===== src/design/tile_site_pkg.sv =====
// Package of shared constants for the tile site decode and reset pair.
// Assumes a single 100 MHz clock on both ends and a synchronous reset.
//
// Functional notes
// Tile answers every outbound bus transaction
// Top gigabyte routed to tile slaves; here tile_end sends it, like every other address, to the default slave
// Bridge never issues addresses below top gigabyte
// Undecoded access goes to DECERR default slave
// Default slave records last decode error details
// DECERR still completes every data beat
// Only outbound slaves, only inbound masters connected
// Tile pulls soft reset line to reset
// Controller enters selected reset level on request
// Controller synchronises soft reset request
// Request held at least two sampling periods
// Release request once system reset asserts
// Open-drain line: drive low or release
// Debug test reset pulse from power-on reset
// Configuration done low until configured
// System held in reset while done low
// Tile uses two clocks from oscillator two; here tile_end runs on the one clock clk_i
// One write DECERR, read DECERR per beat
package tile_site_pkg;

    // -------------------------------------------------------------------
    // Bus geometry
    // -------------------------------------------------------------------
    localparam int          ADDR_W      = 32;
    localparam int          DATA_W      = 32;
    localparam int          ID_W        = 4;
    localparam int          LEN_W       = 8;
    localparam logic [1:0]  RESP_OKAY   = 2'h0;
    localparam logic [1:0]  RESP_DECERR = 2'h3;
    localparam logic [31:0] TILE_BASE   = 32'hc000_0000;
    localparam logic [31:0] TILE_MASK   = 32'hc000_0000;
    localparam logic [31:0] DATA_ZERO   = 32'h0000_0000;

    // -------------------------------------------------------------------
    // Reset timing
    // -------------------------------------------------------------------
    localparam int CLK_PERIOD_NS    = 10;
    localparam int SRST_MIN_NS      = 84;
    localparam int SRST_MIN_CYC     =
        (SRST_MIN_NS + CLK_PERIOD_NS - 1) / CLK_PERIOD_NS;
    localparam int TRST_PULSE_NS    = 100;
    localparam int TRST_PULSE_CYC   = TRST_PULSE_NS / CLK_PERIOD_NS;
    localparam int CNT_W            = 8;
    localparam logic [2:0] LEVEL_RST = 3'h0;

    // Tile decode: true when address falls in the tile window
    function automatic logic in_tile(input logic [31:0] addr);
        in_tile = (addr & TILE_MASK) == TILE_BASE;
    endfunction : in_tile

endpackage : tile_site_pkg


===== src/design/tile_site_if.sv =====
// Interface joining the tile end and the baseboard end.
// The interface resolves the open-drain request wire from the enable.
interface tile_site_if (
    input wire logic clk_i,
    input wire logic rst_i
);
    // Outbound multiplexed bus, simplified to its address, data and response channels
    logic        awvalid;
    logic        awready;
    logic [31:0] awaddr;
    logic [3:0]  awid;
    logic [7:0]  awlen;
    logic        wvalid;
    logic        wready;
    logic [31:0] wdata;
    logic        wlast;
    logic        bvalid;
    logic        bready;
    logic [1:0]  bresp;
    logic [3:0]  bid;
    logic        arvalid;
    logic        arready;
    logic [31:0] araddr;
    logic [3:0]  arid;
    logic [7:0]  arlen;
    logic        rvalid;
    logic        rready;
    logic [31:0] rdata;
    logic [1:0]  rresp;
    logic [3:0]  rid;
    logic        rlast;
    // Reset signals
    logic        soft_reset_request_n_oe;
    logic        soft_reset_request_n;
    logic        system_reset_out_n;
    logic        power_on_reset_n;
    logic        config_done;

    // Open-drain wire level, pulled high when released
    assign soft_reset_request_n = !soft_reset_request_n_oe;

    modport tile (
        input  awvalid, awaddr, awid, awlen, wvalid, wdata, wlast, bready,
        input  arvalid, araddr, arid, arlen, rready,
        output awready, wready, bvalid, bresp, bid,
        output arready, rvalid, rdata, rresp, rid, rlast,
        output soft_reset_request_n_oe, config_done,
        input  soft_reset_request_n, system_reset_out_n, power_on_reset_n
    );

    modport board (
        output awvalid, awaddr, awid, awlen, wvalid, wdata, wlast, bready,
        output arvalid, araddr, arid, arlen, rready,
        input  awready, wready, bvalid, bresp, bid,
        input  arready, rvalid, rdata, rresp, rid, rlast,
        input  soft_reset_request_n, config_done,
        output system_reset_out_n, power_on_reset_n
    );
endinterface : tile_site_if


===== src/design/default_slave.sv =====
// Default slave answering every undecoded access with DECERR.
// Assumes one outstanding write and one outstanding read at a time.
module default_slave (
    input  wire logic        clk_i,
    input  wire logic        rst_i,
    input  wire logic        awvalid_i,
    input  wire logic [31:0] awaddr_i,
    input  wire logic [3:0]  awid_i,
    output logic             awready_o,
    input  wire logic        wvalid_i,
    input  wire logic        wlast_i,
    output logic             wready_o,
    output logic             bvalid_o,
    input  wire logic        bready_i,
    output logic [3:0]       bid_o,
    input  wire logic        arvalid_i,
    input  wire logic [31:0] araddr_i,
    input  wire logic [3:0]  arid_i,
    input  wire logic [7:0]  arlen_i,
    output logic             arready_o,
    output logic             rvalid_o,
    input  wire logic        rready_i,
    output logic [3:0]       rid_o,
    output logic             rlast_o,
    output logic [31:0]      err_addr_o,
    output logic             err_write_o,
    output logic [7:0]       err_count_o
);
    typedef enum logic [1:0] {W_ADDR, W_DATA, W_RESP} w_state_t;
    typedef enum logic [0:0] {R_ADDR, R_DATA} r_state_t;

    w_state_t    w_state, next_w_state;
    r_state_t    r_state, next_r_state;
    logic [3:0]  bid, next_bid;
    logic [3:0]  rid, next_rid;
    logic [7:0]  beats, next_beats;
    logic [31:0] err_addr, next_err_addr;
    logic        err_write, next_err_write;
    logic [7:0]  err_count, next_err_count;

    // -------------------------------------------------------------------
    // Write path: accept all beats then one response
    // -------------------------------------------------------------------
    always_comb begin
        next_w_state = w_state;
        next_bid     = bid;
        case (w_state)
            W_ADDR: if (awvalid_i) begin
                next_bid     = awid_i;
                next_w_state = W_DATA;
            end
            W_DATA: if (wvalid_i && wlast_i) begin
                next_w_state = W_RESP;
            end
            W_RESP: if (bready_i) begin
                next_w_state = W_ADDR;
            end
            default: next_w_state = W_ADDR;
        endcase
    end

    // -------------------------------------------------------------------
    // Read path: DECERR on every beat, last on the final one
    // -------------------------------------------------------------------
    always_comb begin
        next_r_state = r_state;
        next_rid     = rid;
        next_beats   = beats;
        case (r_state)
            R_ADDR: if (arvalid_i) begin
                next_rid     = arid_i;
                next_beats   = arlen_i;
                next_r_state = R_DATA;
            end
            R_DATA: if (rready_i) begin
                if (beats == 8'h00) begin
                    next_r_state = R_ADDR;
                end else begin
                    next_beats = beats - 8'h01;
                end
            end
            default: next_r_state = R_ADDR;
        endcase
    end

    // Record details of the latest decode error; a write wins over a read accepted in the same cycle
    always_comb begin
        next_err_addr  = err_addr;
        next_err_write = err_write;
        next_err_count = err_count;
        if (w_state == W_ADDR && awvalid_i) begin
            next_err_addr  = awaddr_i;
            next_err_write = 1'b1;
        end else if (r_state == R_ADDR && arvalid_i) begin
            next_err_addr  = araddr_i;
            next_err_write = 1'b0;
        end
        if ((w_state == W_ADDR && awvalid_i) ||
            (r_state == R_ADDR && arvalid_i)) begin
            if (err_count != 8'hff) begin
                next_err_count = err_count + 8'h01;
            end
        end
    end

    // State registers
    always_ff @(posedge clk_i) begin
        if (rst_i) begin
            w_state   <= W_ADDR;
            r_state   <= R_ADDR;
            bid       <= 4'h0;
            rid       <= 4'h0;
            beats     <= 8'h00;
            err_addr  <= 32'h0000_0000;
            err_write <= 1'b0;
            err_count <= 8'h00;
        end else begin
            w_state   <= next_w_state;
            r_state   <= next_r_state;
            bid       <= next_bid;
            rid       <= next_rid;
            beats     <= next_beats;
            err_addr  <= next_err_addr;
            err_write <= next_err_write;
            err_count <= next_err_count;
        end
    end

    // Handshake outputs from state
    assign awready_o   = (w_state == W_ADDR);
    assign wready_o    = (w_state == W_DATA);
    assign bvalid_o    = (w_state == W_RESP);
    assign bid_o       = bid;
    assign arready_o   = (r_state == R_ADDR);
    assign rvalid_o    = (r_state == R_DATA);
    assign rid_o       = rid;
    assign rlast_o     = (r_state == R_DATA) && (beats == 8'h00);
    assign err_addr_o  = err_addr;
    assign err_write_o = err_write;
    assign err_count_o = err_count;
endmodule : default_slave


===== src/design/tile_end.sv =====
// Tile end: outbound bus responder plus tile-side reset duties.
// Assumes the tile clock comes from the baseboard oscillator.
module tile_end (
    input  wire logic        clk_i,
    input  wire logic        rst_i,
    tile_site_if.tile        bus,
    input  wire logic        configured_i,
    input  wire logic        soft_reset_req_i,
    output logic             debug_test_reset_n_o,
    output logic [31:0]      err_addr_o,
    output logic             err_write_o,
    output logic [7:0]       err_count_o,
    output logic             soft_reset_busy_o
);
    typedef enum logic [1:0] {S_IDLE, S_DRIVE, S_WAIT} srst_state_t;

    logic        sys_n_s1, sys_n_s2;
    logic        por_n_s1, por_n_s2;
    logic        req_s1, req_s2;
    logic        cfg_s1, cfg_s2;
    logic        por_n_prev, next_por_n_prev;
    srst_state_t srst_state, next_srst_state;
    logic [7:0]  srst_cnt, next_srst_cnt;
    logic [7:0]  trst_cnt, next_trst_cnt;
    logic        drive_low, next_drive_low;
    logic        trst_n, next_trst_n;
    logic        done, next_done;
    logic [31:0] ds_addr;
    logic [1:0]  ds_resp;
    logic        ds_rlast;

    // -------------------------------------------------------------------
    // Bus: all accesses land on the default slave; tile window is
    // left for user slaves, so here the whole map answers DECERR
    // -------------------------------------------------------------------
    default_slave u_default (
        .clk_i      (clk_i),
        .rst_i      (rst_i),
        .awvalid_i  (bus.awvalid),
        .awaddr_i   (bus.awaddr),
        .awid_i     (bus.awid),
        .awready_o  (bus.awready),
        .wvalid_i   (bus.wvalid),
        .wlast_i    (bus.wlast),
        .wready_o   (bus.wready),
        .bvalid_o   (bus.bvalid),
        .bready_i   (bus.bready),
        .bid_o      (bus.bid),
        .arvalid_i  (bus.arvalid),
        .araddr_i   (bus.araddr),
        .arid_i     (bus.arid),
        .arlen_i    (bus.arlen),
        .arready_o  (bus.arready),
        .rvalid_o   (bus.rvalid),
        .rready_i   (bus.rready),
        .rid_o      (bus.rid),
        .rlast_o    (ds_rlast),
        .err_addr_o (ds_addr),
        .err_write_o(err_write_o),
        .err_count_o(err_count_o)
    );

    // Every access, any address, gets an answer
    assign ds_resp    = tile_site_pkg::RESP_DECERR;
    assign bus.bresp  = ds_resp;
    assign bus.rresp  = ds_resp;
    assign bus.rdata  = tile_site_pkg::DATA_ZERO;
    assign bus.rlast  = ds_rlast;
    assign err_addr_o = ds_addr;

    // -------------------------------------------------------------------
    // Synchronisers for pins, user request and configured input
    // -------------------------------------------------------------------
    always_ff @(posedge clk_i) begin
        if (rst_i) begin
            sys_n_s1 <= 1'b1;
            sys_n_s2 <= 1'b1;
            por_n_s1 <= 1'b0;
            por_n_s2 <= 1'b0;
            req_s1   <= 1'b0;
            req_s2   <= 1'b0;
            cfg_s1   <= 1'b0;
            cfg_s2   <= 1'b0;
        end else begin
            sys_n_s1 <= bus.system_reset_out_n;
            sys_n_s2 <= sys_n_s1;
            por_n_s1 <= bus.power_on_reset_n;
            por_n_s2 <= por_n_s1;
            req_s1   <= soft_reset_req_i;
            req_s2   <= req_s1;
            cfg_s1   <= configured_i;
            cfg_s2   <= cfg_s1;
        end
    end

    // -------------------------------------------------------------------
    // Soft reset request: hold low a minimum time, release on sys reset
    // -------------------------------------------------------------------
    always_comb begin
        next_srst_state = srst_state;
        next_srst_cnt   = srst_cnt;
        next_drive_low  = drive_low;
        case (srst_state)
            S_IDLE: if (req_s2 && sys_n_s2) begin
                next_drive_low  = 1'b1;
                next_srst_cnt   = 8'h00;
                next_srst_state = S_DRIVE;
            end
            S_DRIVE: begin
                if (srst_cnt < 8'(tile_site_pkg::SRST_MIN_CYC)) begin
                    next_srst_cnt = srst_cnt + 8'h01;
                end else if (!sys_n_s2) begin
                    next_drive_low  = 1'b0;
                    next_srst_state = S_WAIT;
                end
            end
            S_WAIT: if (sys_n_s2 && !req_s2) begin
                next_srst_state = S_IDLE;
            end
            default: begin
                next_drive_low  = 1'b0;
                next_srst_state = S_IDLE;
            end
        endcase
    end

    // -------------------------------------------------------------------
    // Debug test reset pulse from power-on reset, plus the config done register
    // -------------------------------------------------------------------
    always_comb begin
        next_por_n_prev = por_n_s2;
        next_trst_cnt   = trst_cnt;
        next_trst_n     = trst_n;
        next_done       = cfg_s2;
        if (!por_n_s2 || (por_n_s2 && !por_n_prev)) begin
            next_trst_n   = 1'b0;
            next_trst_cnt = 8'h00;
        end else if (!trst_n) begin
            if (trst_cnt < 8'(tile_site_pkg::TRST_PULSE_CYC - 1)) begin
                next_trst_cnt = trst_cnt + 8'h01;
            end else begin
                next_trst_n = 1'b1;
            end
        end
    end

    // State registers
    always_ff @(posedge clk_i) begin
        if (rst_i) begin
            srst_state <= S_IDLE;
            srst_cnt   <= 8'h00;
            drive_low  <= 1'b0;
            por_n_prev <= 1'b0;
            trst_cnt   <= 8'h00;
            trst_n     <= 1'b0;
            done       <= 1'b0;
        end else begin
            srst_state <= next_srst_state;
            srst_cnt   <= next_srst_cnt;
            drive_low  <= next_drive_low;
            por_n_prev <= next_por_n_prev;
            trst_cnt   <= next_trst_cnt;
            trst_n     <= next_trst_n;
            done       <= next_done;
        end
    end

    // Pin drivers: request line by enable only, never driven high
    assign bus.soft_reset_request_n_oe = drive_low;
    assign bus.config_done             = done;
    assign debug_test_reset_n_o        = trst_n;
    assign soft_reset_busy_o           = (srst_state != S_IDLE);
endmodule : tile_end


===== src/flat_wrapper.sv =====
// flat-port wrapper written by rule: the top's interface ports become plain ports
module tile_end_flat 
  (clk_i, rst_i, configured_i, soft_reset_req_i, debug_test_reset_n_o, err_addr_o, err_write_o, err_count_o, soft_reset_busy_o, bus_awvalid, bus_awaddr, bus_awid, bus_awlen, bus_wvalid, bus_wdata, bus_wlast, bus_bready, bus_arvalid, bus_araddr, bus_arid, bus_arlen, bus_rready, bus_awready, bus_wready, bus_bvalid, bus_bresp, bus_bid, bus_arready, bus_rvalid, bus_rdata, bus_rresp, bus_rid, bus_rlast, bus_soft_reset_request_n_oe, bus_config_done, bus_system_reset_out_n, bus_power_on_reset_n);
  tile_site_if bus_i (.clk_i(clk_i), .rst_i(rst_i));
  input  wire logic clk_i;
  input  wire logic rst_i;
  input  wire logic configured_i;
  input  wire logic soft_reset_req_i;
  output logic debug_test_reset_n_o;
  output logic [31:0] err_addr_o;
  output logic err_write_o;
  output logic [7:0] err_count_o;
  output logic soft_reset_busy_o;
  input wire logic [$bits(bus_i.awvalid)-1:0] bus_awvalid;
  input wire logic [$bits(bus_i.awaddr)-1:0] bus_awaddr;
  input wire logic [$bits(bus_i.awid)-1:0] bus_awid;
  input wire logic [$bits(bus_i.awlen)-1:0] bus_awlen;
  input wire logic [$bits(bus_i.wvalid)-1:0] bus_wvalid;
  input wire logic [$bits(bus_i.wdata)-1:0] bus_wdata;
  input wire logic [$bits(bus_i.wlast)-1:0] bus_wlast;
  input wire logic [$bits(bus_i.bready)-1:0] bus_bready;
  input wire logic [$bits(bus_i.arvalid)-1:0] bus_arvalid;
  input wire logic [$bits(bus_i.araddr)-1:0] bus_araddr;
  input wire logic [$bits(bus_i.arid)-1:0] bus_arid;
  input wire logic [$bits(bus_i.arlen)-1:0] bus_arlen;
  input wire logic [$bits(bus_i.rready)-1:0] bus_rready;
  output wire logic [$bits(bus_i.awready)-1:0] bus_awready;
  output wire logic [$bits(bus_i.wready)-1:0] bus_wready;
  output wire logic [$bits(bus_i.bvalid)-1:0] bus_bvalid;
  output wire logic [$bits(bus_i.bresp)-1:0] bus_bresp;
  output wire logic [$bits(bus_i.bid)-1:0] bus_bid;
  output wire logic [$bits(bus_i.arready)-1:0] bus_arready;
  output wire logic [$bits(bus_i.rvalid)-1:0] bus_rvalid;
  output wire logic [$bits(bus_i.rdata)-1:0] bus_rdata;
  output wire logic [$bits(bus_i.rresp)-1:0] bus_rresp;
  output wire logic [$bits(bus_i.rid)-1:0] bus_rid;
  output wire logic [$bits(bus_i.rlast)-1:0] bus_rlast;
  output wire logic [$bits(bus_i.soft_reset_request_n_oe)-1:0] bus_soft_reset_request_n_oe;
  output wire logic [$bits(bus_i.config_done)-1:0] bus_config_done;
  input wire logic [$bits(bus_i.system_reset_out_n)-1:0] bus_system_reset_out_n;
  input wire logic [$bits(bus_i.power_on_reset_n)-1:0] bus_power_on_reset_n;
  assign bus_i.awvalid = bus_awvalid;
  assign bus_i.awaddr = bus_awaddr;
  assign bus_i.awid = bus_awid;
  assign bus_i.awlen = bus_awlen;
  assign bus_i.wvalid = bus_wvalid;
  assign bus_i.wdata = bus_wdata;
  assign bus_i.wlast = bus_wlast;
  assign bus_i.bready = bus_bready;
  assign bus_i.arvalid = bus_arvalid;
  assign bus_i.araddr = bus_araddr;
  assign bus_i.arid = bus_arid;
  assign bus_i.arlen = bus_arlen;
  assign bus_i.rready = bus_rready;
  assign bus_awready = bus_i.awready;
  assign bus_wready = bus_i.wready;
  assign bus_bvalid = bus_i.bvalid;
  assign bus_bresp = bus_i.bresp;
  assign bus_bid = bus_i.bid;
  assign bus_arready = bus_i.arready;
  assign bus_rvalid = bus_i.rvalid;
  assign bus_rdata = bus_i.rdata;
  assign bus_rresp = bus_i.rresp;
  assign bus_rid = bus_i.rid;
  assign bus_rlast = bus_i.rlast;
  assign bus_soft_reset_request_n_oe = bus_i.soft_reset_request_n_oe;
  assign bus_config_done = bus_i.config_done;
  assign bus_i.system_reset_out_n = bus_system_reset_out_n;
  assign bus_i.power_on_reset_n = bus_power_on_reset_n;
  tile_end u_core (.clk_i(clk_i), .rst_i(rst_i), .bus(bus_i), .configured_i(configured_i), .soft_reset_req_i(soft_reset_req_i), .debug_test_reset_n_o(debug_test_reset_n_o), .err_addr_o(err_addr_o), .err_write_o(err_write_o), .err_count_o(err_count_o), .soft_reset_busy_o(soft_reset_busy_o));
endmodule

===== config.mk =====
export PLATFORM = sky130hd
export DESIGN_NAME = tile_end_flat
export DESIGN_NICKNAME = d
export VERILOG_FILES = /design/src/design/tile_site_pkg.sv /design/src/design/tile_site_if.sv /design/src/design/default_slave.sv /design/src/design/tile_end.sv /design/src/flat_wrapper.sv
export SDC_FILE = /design/constraint.sdc
export NUM_CORES = 1
export LEC_CHECK = 0
export ABC_AREA = 0
export BUFFER_PORTS_ARGS = -buffer_cell sky130_fd_sc_hd__buf_2
export CORE_MARGIN = 4
export CORE_UTILIZATION = 45
export DETAILED_ROUTE_END_ITERATION = 10
export GPL_TIMING_DRIVEN = 0
export HOLD_SLACK_MARGIN = 0.03
export PLACE_DENSITY = 0.88
export RECOVER_POWER = 25
export SYNTH_ARGS = -nofsm -noshare
export SYNTH_HDL_FRONTEND = slang
export SYNTH_HIERARCHICAL = 1
export SYNTH_SLANG_ARGS = --single-unit

===== constraint.sdc =====
create_clock -name clk_i -period 4.6 [get_ports clk_i]
set_clock_uncertainty 0.05 [all_clocks]
set_input_delay 0.92 -clock clk_i [delete_from_list [all_inputs] [get_ports clk_i]]
set_output_delay 0.92 -clock clk_i [all_outputs]
set_load 0.005 [all_outputs]

Word level (Yosys, flattened, before mapping) --
Index checks and enable logic that the tools add are counted.
Cells by class: $add $sub $neg 4, order comparisons 2, equality and inequality tests 16, mux-type cells 30, bitwise logic cells 3, reductions and logical operators 28
Operators by type and width (count):
- two-way mux 32 bit | 2
- two-way mux 8 bit | 5
- one-hot mux 8 bit (2 select lines) | 2
- adder 8 x 1 -> 8 bit, second input constant | 3
- less-than comparator 8 x 4 -> 1 bit, second input constant | 2
- two-way mux 2 bit | 7
- != test 2 bit, second input constant | 7
- one-hot mux 2 bit (3 select lines) | 2
- two-way mux 1 bit | 10
- AND reduction 3 bit | 3
- logical NOT 8 bit | 1
- != test 2 x 1 -> 1 bit, second input constant | 4
- != test 8 bit, second input constant | 1
- AND reduction 2 bit | 4
- AND reduction 4 bit | 2
- subtractor 8 x 1 -> 8 bit, second input constant | 1
- logical AND 1 bit | 7
- nonzero test 2 bit | 3
- equality test 2 x 1 -> 1 bit, second input constant | 2
- equality test 2 bit, second input constant | 2
- logical NOT 2 bit | 2
- logical NOT 1 bit | 3
- inverter 1 bit | 3
- one-hot mux 1 bit (3 select lines) | 1
- 3 further kinds | 4
Storage, ports and cells: bits in registers 90, input port bits 132

Logic depth before layout (Yosys ltp) --
Gate-level depths: netlist of the first run.
depth after elaboration 4, mapped depth 6

By module --
The synthesis of the first run kept the hierarchy.
Modules (own cells, without submodules):
- default_slave | times used 1, cells an instance 344, area an instance 2747.6 sq um, sequential area each 1201.2 sq um
- tile_end | times used 1, cells an instance 144, area an instance 1400.1 sq um, sequential area each 600.6 sq um
- tile_end_flat | times used 1, cells an instance 1, area an instance 3.8 sq um, sequential area each 0.0 sq um

Least setup slack after synthesis of the first run --
No wires, ideal clock.
path kind flip-flop to output port, start point register u_core.u_default.beats[0], end point output port bus_rlast, arrival time 1462 ps, slack 2168 ps, cell stages (with the launch flop) 5, path buffers 0, cell sequence dfxtp_1 inv_1 ha_1 or4b_2 nor4_1
On the way: cells in the longest elaborated chain, start to end 2
Ends and longest elaborated chain:
- from (decl) | RTL line default_slave.sv:36 | logic [7:0] beats, next_beats;
- from (signal assigned) | RTL line default_slave.sv:122 | beats <= next_beats;
- logical NOT 8 bit | RTL line default_slave.sv:137 | assign rlast_o = (r_state == R_DATA) && (beats == 8'h00);
- logical AND 1 bit | RTL line default_slave.sv:137
- to (decl) | RTL line flat_wrapper.sv:37 | output wire logic [$bits(bus_i.rlast)-1:0] bus_rlast;
Every way passes these cells.

Worst setup path in the final report of the first run --
Ends and elaborated chain as after synthesis.

==> impl_results.html, run 1 <==
<table>
<tr><th>Metric</th><th>Value</th></tr>
<tr><th colspan="2">Critical path</th></tr>
<tr><td>Launch instance of the worst register-to-register path</td><td>u_core/u_default/rvalid_o</td></tr>
<tr><td>Worst Setup End Kind</td><td>primary output</td></tr>
<tr><td>Signal arrival time at the worst endpoint</td><td>2.23 ns</td></tr>
<tr><td>Highest net fanout along the worst path</td><td>4</td></tr>
<tr><td>Required time at the worst-slack endpoint</td><td>3.63 ns</td></tr>
<tr><td>Worst R2R End</td><td>u_core/u_default/err_addr_o[0]</td></tr>
<tr><td>Start-to-end type of the worst setup path</td><td>flip-flop to primary output</td></tr>
<tr><td>Sort of element at the start of the critical path</td><td>flip-flop</td></tr>
<tr><td>Setup slack on the worst flop-to-flop path</td><td>2.52 ns</td></tr>
<tr><td>Depth of the most critical reg-to-reg path</td><td>5</td></tr>
<tr><th colspan="2">Final layout</th></tr>
<tr><td>Number of antenna diodes</td><td>0</td></tr>
<tr><td>Post-synthesis to final-layout area growth</td><td>28.6%</td></tr>
<tr><td>Most used cells in the layout excluding fill and tap cells</td><td>sky130_fd_sc_hd__buf_2, sky130_fd_sc_hd__nand2_1, sky130_fd_sc_hd__dfxtp_1, sky130_fd_sc_hd__nor2_1</td></tr>
<tr><td>Most common cell after layout, fill and taps aside</td><td>sky130_fd_sc_hd__buf_2</td></tr>
<tr><td>Layout Cell Area excl Fill</td><td>0.00533 mm^2</td></tr>
<tr><td>Final net count</td><td>822</td></tr>
<tr><td>Fraction of final layout cells with drive strength greater than 1</td><td>0.321</td></tr>
<tr><td>Post-Route Utilization</td><td>0.603</td></tr>
<tr><th colspan="2">Floorplanning</th></tr>
<tr><td>CORE AREA</td><td>0.00885 mm^2</td></tr>
<tr><td>Row count</td><td>34</td></tr>
<tr><td>Initial Utilization</td><td>0.469</td></tr>
<tr><td>Top Ports</td><td>227</td></tr>
<tr><td>Vertical die dimension</td><td>104 um</td></tr>
<tr><td>Die area</td><td>0.0108 mm^2</td></tr>
<tr><td>X dimension of the die</td><td>104 um</td></tr>
<tr><th colspan="2">Clock network</th></tr>
<tr><td>Clock transition at the register clock pins on the worst setup and hold paths after CTS</td><td>0.09 ns</td></tr>
<tr><td>Clock net sink count</td><td>90</td></tr>
<tr><td>Setup fix buffers added after clock tree synthesis</td><td>0</td></tr>
<tr><td>Hold-fix buffers at CTS</td><td>0</td></tr>
<tr><td>Number of gates resized after CTS</td><td>0</td></tr>
<tr><td>H-Tree Level Count</td><td>3</td></tr>
<tr><td>Maximum root-to-sink buffer count</td><td>2</td></tr>
<tr><td>Total clock buffers created by CTS</td><td>9</td></tr>
<tr><td>TritonCTS clock tree</td><td>yes</td></tr>
<tr><td>Library cell used as clock root buffer</td><td>sky130_fd_sc_hd__clkbuf_8</td></tr>
<tr><td>Insertion delay to the later sink of the worst-skew pair</td><td>0.35 ns</td></tr>
<tr><th colspan="2">Timing</th></tr>
<tr><td>Time the final worst path needs with I/O delays and setup</td><td>3.20 ns</td></tr>
<tr><td>Final count of pins violating max slew</td><td>0</td></tr>
<tr><td>RSZ-0062 raised after global routing</td><td>no</td></tr>
<tr><td>Setup TNS</td><td>0 ns</td></tr>
<tr><td>Fin. Hold Viols</td><td>0</td></tr>
<tr><td>Worst Tran Pin Value</td><td>0.695 ns</td></tr>
<tr><td>Number of setup violations in the final report</td><td>0</td></tr>
<tr><td>Post-Route Hold Slack</td><td>0.405 ns</td></tr>
<tr><td>Remaining max-slew budget at the tightest pin</td><td>0.537</td></tr>
<tr><td>Max Clock Freq</td><td>313 MHz</td></tr>
<tr><td>Share of the clock period used by the worst path after layout</td><td>0.695</td></tr>
<tr><th colspan="2">Drt</th></tr>
<tr><td>Count of antenna-violating nets left after detailed routing</td><td>0</td></tr>
<tr><td>DRC violation count after routing</td><td>0</td></tr>
<tr><td>Number of vias after detailed routing</td><td>4142</td></tr>
<tr><td>Total iterations of the first detailed-routing run</td><td>5</td></tr>
<tr><td>Final WL</td><td>12000 um</td></tr>
<tr><td>Number of DRC violations after detailed-routing iteration 0</td><td>143</td></tr>
<tr><td>Post-DR vias/cell</td><td>5.20</td></tr>
<tr><td>Wirelength per Cell</td><td>15.1 um</td></tr>
<tr><th colspan="2">Min path</th></tr>
<tr><td>Path category of the worst min-delay check</td><td>flip-flop to flip-flop</td></tr>
<tr><td>Worst Min Path Start</td><td>u_core/sys_n_s1</td></tr>
<tr><td>Worst-case hold path end point</td><td>u_core/sys_n_s2</td></tr>
<tr><td>WHS Path Cells</td><td>1</td></tr>
<tr><th colspan="2">Logic synthesis</th></tr>
<tr><td>Cell Area, Synth</td><td>0.00415 mm^2</td></tr>
<tr><td>Average cell area after synthesis</td><td>8.50 um^2</td></tr>
<tr><td>Cells after synthesis</td><td>488</td></tr>
<tr><td>Yosys synthesis warning count</td><td>6</td></tr>
<tr><th colspan="2">Global routing</th></tr>
<tr><td>First-pass GRT wire length</td><td>19300 um</td></tr>
<tr><td>Met2 usage</td><td>0.396</td></tr>
<tr><td>Total routing usage reported by global routing</td><td>0.213</td></tr>
<tr><td>Antenna violations before repair</td><td>0</td></tr>
<tr><td>Met3 GRT Util</td><td>0.0509</td></tr>
<tr><td>Met1 global-route usage</td><td>0.240</td></tr>
<tr><td>Pin count of the biggest net entering global routing</td><td>17</td></tr>
<tr><td>Vias in the first global route</td><td>4143</td></tr>
<tr><td>GRT busiest layer</td><td>met2</td></tr>
<tr><td>Overflow after GRT</td><td>0</td></tr>
<tr><th colspan="2">Power</th></tr>
<tr><td>Overall power after layout</td><td>0.00176 W</td></tr>
<tr><td>Static leakage</td><td>2.46 nW</td></tr>
<tr><td>Peak VDD IR</td><td>0.176 mV</td></tr>
<tr><td>Power per cell area</td><td>330 mW/mm^2</td></tr>
<tr><th colspan="2">Placed design</th></tr>
<tr><td>Count of port buffers added during placement</td><td>150</td></tr>
<tr><td>Post-detail-place hpwl</td><td>9170 um</td></tr>
<tr><td>Placer congestion estimate</td><td>0.886</td></tr>
<tr><td>Cell area after placement</td><td>0.00516 mm^2</td></tr>
<tr><th colspan="2">Status</th></tr>
<tr><td>Result of the run</td><td>finished clean</td></tr>
<tr><th colspan="2">Flow run</th></tr>
<tr><td>Max-cap violation count</td><td>0</td></tr>
</table>
## through the flow
step,setup WS (ns),cells
finish,1.40,796
global route,1.37,796
CTS,1.41,796
detailed placement,1.84,780
global placement,1.86,780
floorplan,2.17,522
## where the power goes
part | internal [W] | switching, W
sequential | 0.000831 | 0.0000403
combinational | 0.000156 | 0.000186
clock | 0.000255 | 0.000292
total | 0.00124 | 0.000519
## critical path, stage by stage (launching register included)
cell                      delay, ns
sky130_fd_sc_hd__dfxtp_1       0.34
sky130_fd_sc_hd__inv_1         0.14
sky130_fd_sc_hd__ha_1          0.21
sky130_fd_sc_hd__or4b_2        0.60
sky130_fd_sc_hd__nor4_1        0.38
sky130_fd_sc_hd__buf_2         0.20
## per-layer routing
layer  wire [um]  vias up
met4         195        0
met5           0        -
li1            -     2018
met2        6170      177
met3         846       17
met1        4770     1930
## worst max path at each step
stage | start | endpoint | slack [ns] | depth (start not counted)
5_1_grt | u_core/u_default/beats[0] | bus_rlast | 1.37 | 5
3_3_place_gp | u_core/u_default/beats[0] | bus_rlast | 1.86 | 5
2_1_floorplan | u_core/u_default/beats[0] | bus_rlast | 2.17 | 4
6_report | u_core/u_default/beats[0] | bus_rlast | 1.40 | 5
3_5_place_dp | u_core/u_default/beats[0] | bus_rlast | 1.84 | 5
4_1_cts | u_core/u_default/beats[0] | bus_rlast | 1.41 | 5
## sequential cells by signal (all words and copies together) (netlist names), 2 cells and up
name                          cells
u_core/srst_cnt                   8
u_core/u_default/bid_o            4
u_core/u_default/err_addr_o      32
u_core/srst_state                 2
u_core/u_default/w_state          2
u_core/trst_cnt                   8
u_core/u_default/err_count_o      8
u_core/u_default/rid_o            4
u_core/u_default/beats            8
## area by class of cell
class                   count  area [um^2]
inverters                   9         33.8
repair buffers            150          742
clock inverters             7         73.8
multi-input cells         361         2050
clock buffers               9          124
well taps                 108          135
flip-flops and latches     90         1800
plain buffers              62          374
fillers                   798         3510
No activity file was read; power rests on OpenSTA's default activity.
==> run 2, diff against run 1 <==
- CORE_UTILIZATION: 45 -> 40
- PLACE_DENSITY: 0.88 -> 0.83
- clock period: 4.6 -> 2.9 ns (I/O delays scaled with it)
==> run 2 against run 1 <==
Count of clock-buffer cells in the layout up 3. Non-clock buffer count unchanged. Total power grew 63%. Largest cell class unchanged. Largest power group unchanged.
==> impl_results.html, run 2 (synthesis results as in run 1) <==
<table>
<tr><th>Metric</th><th>Value</th></tr>
<tr><th colspan="2">Clock network</th></tr>
<tr><td>Clock net sink count</td><td>90 (unchanged)</td></tr>
<tr><td>Clock transition at the register clock pins on the worst setup and hold paths after CTS</td><td>0.09 ns (about the same)</td></tr>
<tr><td>Total clock buffers created by CTS</td><td>9 (unchanged)</td></tr>
<tr><td>Insertion delay to the later sink of the worst-skew pair</td><td>0.35 ns (about the same)</td></tr>
<tr><td>Maximum root-to-sink buffer count</td><td>2 (unchanged)</td></tr>
<tr><td>TritonCTS clock tree</td><td>yes</td></tr>
<tr><td>Library cell used as clock root buffer</td><td>sky130_fd_sc_hd__clkbuf_8</td></tr>
<tr><td>Hold-fix buffers at CTS</td><td>0 (unchanged)</td></tr>
<tr><td>Setup fix buffers added after clock tree synthesis</td><td>0 (unchanged)</td></tr>
<tr><td>H-Tree Level Count</td><td>3 (unchanged)</td></tr>
<tr><th colspan="2">Timing</th></tr>
<tr><td>Fin. Hold Viols</td><td>0 (unchanged)</td></tr>
<tr><td>Time the final worst path needs with I/O delays and setup</td><td>2.75 ns</td></tr>
<tr><td>Max Clock Freq</td><td>363 MHz</td></tr>
<tr><td>Number of setup violations in the final report</td><td>0 (unchanged)</td></tr>
<tr><td>RSZ-0062 raised after global routing</td><td>no</td></tr>
<tr><td>Remaining max-slew budget at the tightest pin</td><td>0.540 (+0.00342)</td></tr>
<tr><td>Setup TNS</td><td>0 ns (unchanged)</td></tr>
<tr><td>Final count of pins violating max slew</td><td>0 (unchanged)</td></tr>
<tr><td>Worst Tran Pin Value</td><td>0.690 ns (-0.00513 ns)</td></tr>
<tr><td>Share of the clock period used by the worst path after layout</td><td>0.949</td></tr>
<tr><th colspan="2">Global routing</th></tr>
<tr><td>Pin count of the biggest net entering global routing</td><td>15 (-2)</td></tr>
<tr><td>Overflow after GRT</td><td>0 (unchanged)</td></tr>
<tr><td>Antenna violations before repair</td><td>0 (unchanged)</td></tr>
<tr><td>First-pass GRT wire length</td><td>18200 um (-5.8%)</td></tr>
<tr><td>Total routing usage reported by global routing</td><td>0.190 (-0.0227)</td></tr>
<tr><td>Vias in the first global route</td><td>3855 (-7.0%)</td></tr>
<tr><th colspan="2">Power</th></tr>
<tr><td>Total internal power</td><td>0.00208 W (+67%)</td></tr>
<tr><td>Peak VDD IR</td><td>0.208 mV (+18%)</td></tr>
<tr><td>Combinational power share</td><td>0.189 (-0.005)</td></tr>
<tr><td>Static leakage</td><td>2.44 nW (-0.88%)</td></tr>
<tr><td>Overall power after layout</td><td>0.00288 W (+63%)</td></tr>
<tr><td>Relative contribution of sequential cells to total power</td><td>0.481 (-0.014)</td></tr>
<tr><td>Net switching fraction of the power</td><td>0.278 (-0.0166)</td></tr>
<tr><td>Switching power summed over all nets</td><td>0.000800 W (+54%)</td></tr>
<tr><td>Relative contribution of the clock network to total power</td><td>0.330 (+0.019)</td></tr>
<tr><td>Power per cell area</td><td>533 mW/mm^2 (+62%)</td></tr>
<tr><th colspan="2">Drt</th></tr>
<tr><td>Total iterations of the first detailed-routing run</td><td>4 (-1)</td></tr>
<tr><td>Post-DR vias/cell</td><td>5.06 (-2.7%)</td></tr>
<tr><td>Count of antenna-violating nets left after detailed routing</td><td>0 (unchanged)</td></tr>
<tr><td>DRC violation count after routing</td><td>0 (unchanged)</td></tr>
<tr><td>Number of DRC violations after detailed-routing iteration 0</td><td>265 (+85%)</td></tr>
<tr><td>Wirelength per Cell</td><td>14.6 um (-3.3%)</td></tr>
<tr><td>Final WL</td><td>12000 um (-0.25%)</td></tr>
<tr><td>Number of vias after detailed routing</td><td>4158 (+0.39%)</td></tr>
<tr><th colspan="2">Floorplanning</th></tr>
<tr><td>Initial Utilization</td><td>0.417 (-0.0521)</td></tr>
<tr><td>Vertical die dimension</td><td>110 um (+5.6%)</td></tr>
<tr><td>Row count</td><td>36 (+5.9%)</td></tr>
<tr><td>CORE AREA</td><td>0.00995 mm^2 (+12%)</td></tr>
<tr><td>Die area</td><td>0.0121 mm^2 (+12%)</td></tr>
<tr><td>Top Ports</td><td>227 (unchanged)</td></tr>
<tr><td>X dimension of the die</td><td>110 um (+5.6%)</td></tr>
<tr><th colspan="2">Placed design</th></tr>
<tr><td>Count of port buffers added during placement</td><td>150 (unchanged)</td></tr>
<tr><td>Post-detail-place hpwl</td><td>9120 um (-0.51%)</td></tr>
<tr><td>Placer congestion estimate</td><td>0.837 (-5.5%)</td></tr>
<tr><th colspan="2">Critical path</th></tr>
<tr><td>Required time at the worst-slack endpoint</td><td>2.27 ns (-1.36 ns)</td></tr>
<tr><td>Signal arrival time at the worst endpoint</td><td>2.12 ns (-0.11 ns)</td></tr>
<tr><td>Start-to-end type of the worst setup path</td><td>flip-flop to primary output</td></tr>
<tr><td>Sort of element at the start of the critical path</td><td>flip-flop</td></tr>
<tr><td>Worst Setup End Kind</td><td>primary output</td></tr>
<tr><td>Highest net fanout along the worst path</td><td>4 (unchanged)</td></tr>
<tr><th colspan="2">Final layout</th></tr>
<tr><td>Post-synthesis to final-layout area growth</td><td>30.0%</td></tr>
<tr><td>Fraction of final layout cells with drive strength greater than 1</td><td>0.307 (-0.0145)</td></tr>
<tr><td>Number of antenna diodes</td><td>0 (unchanged)</td></tr>
<tr><td>Most common cell after layout, fill and taps aside</td><td>sky130_fd_sc_hd__buf_2</td></tr>
<tr><td>Final net count</td><td>822 (unchanged)</td></tr>
<tr><td>Most used cells in the layout excluding fill and tap cells</td><td>sky130_fd_sc_hd__buf_2, sky130_fd_sc_hd__nand2_1, sky130_fd_sc_hd__dfxtp_1, sky130_fd_sc_hd__nor2_1</td></tr>
<tr><td>Post-Route Utilization</td><td>0.541 (-0.0613)</td></tr>
<tr><td>Largest register FFs</td><td>32 (unchanged)</td></tr>
<tr><th colspan="2">Status</th></tr>
<tr><td>Result of the run</td><td>finished clean</td></tr>
<tr><th colspan="2">Min path</th></tr>
<tr><td>Path category of the worst min-delay check</td><td>input port to flip-flop</td></tr>
<tr><th colspan="2">Flow run</th></tr>
<tr><td>Max-cap violation count</td><td>0 (unchanged)</td></tr>
</table>
-- run 2: worst max-delay path: stages (launching register included) --
cell	delay, ns
sky130_fd_sc_hd__dfxtp_1	0.34
sky130_fd_sc_hd__inv_1	0.15
sky130_fd_sc_hd__ha_1	0.24
sky130_fd_sc_hd__or4b_2	0.62
sky130_fd_sc_hd__nor4_2	0.24
sky130_fd_sc_hd__buf_2	0.18
-- run 2: area by class of cell --
type / instances / area (um^2)
Tap cell: 133 / 166
Clock inverter: 4 / 73.8
Clock buffer: 12 / 145
Sequential cell: 90 / 1800
Inverter: 9 / 33.8
Timing Repair Buffer: 150 / 731
Buffer: 62 / 374
Fill cell: 957 / 4560
Multi-Input combinational cell: 361 / 2060
-- run 2: power groups by stage --
stage / Combinational (W) / Clock (W) / Sequential, W
after floorplan: 0.000321 / 0 / 0.00140
after global placement: 0.000524 / 0 / 0.00140
after detailed placement: 0.000541 / 0 / 0.00141
after CTS: 0.000543 / 0.000970 / 0.00138
after global routing: 0.000605 / 0.00102 / 0.00139
final: 0.000542 / 0.000950 / 0.00138
-- run 2: routing by layer --
layer	global-route usage	up-vias	wire, um	share of wire
met3	0.0305	27	794	0.066
met2	0.326	170	5950	0.50
met4	0.0686	0	265	0.022
met1	0.240	1939	4940	0.41
li1	-	2022	-	-
met5	0	-	0	0
-- run 2: worst paths after layout --
path                                  start                         endpoint  slack [ns]  cells past startpoint
setup / recovery  u_core/u_default/beats[0]                        bus_rlast        0.15                      5
hold / removal       bus_system_reset_out_n                  u_core/sys_n_s1        0.36                      2
setup reg to reg  u_core/u_default/rvalid_o  u_core/u_default/err_addr_o[29]        0.81                      5
hold reg to reg             u_core/sys_n_s1                  u_core/sys_n_s2        0.38                      1
-- run 2: through the flow --
step / instances / setup slack [ns] / hold slack [ns] / cell area (um^2)
CTS: 821 / 0.0535 / 0.350 / 5410
finish: 821 / 0.147 / 0.361 / 5390
detailed placement: 805 / 0.471 / 0.355 / 5190
global placement: 805 / 0.533 / 0.351 / 5190
floorplan: 522 / 0.808 / 0.339 / 4280
global route: 821 / 0.0748 / 0.345 / 5390
-- run 2: timing repair --
action / CTS / global route
hold endpoints to repair: 0 / 0
setup endpoints to repair: 0 / 1
resized for setup: 0 / 1
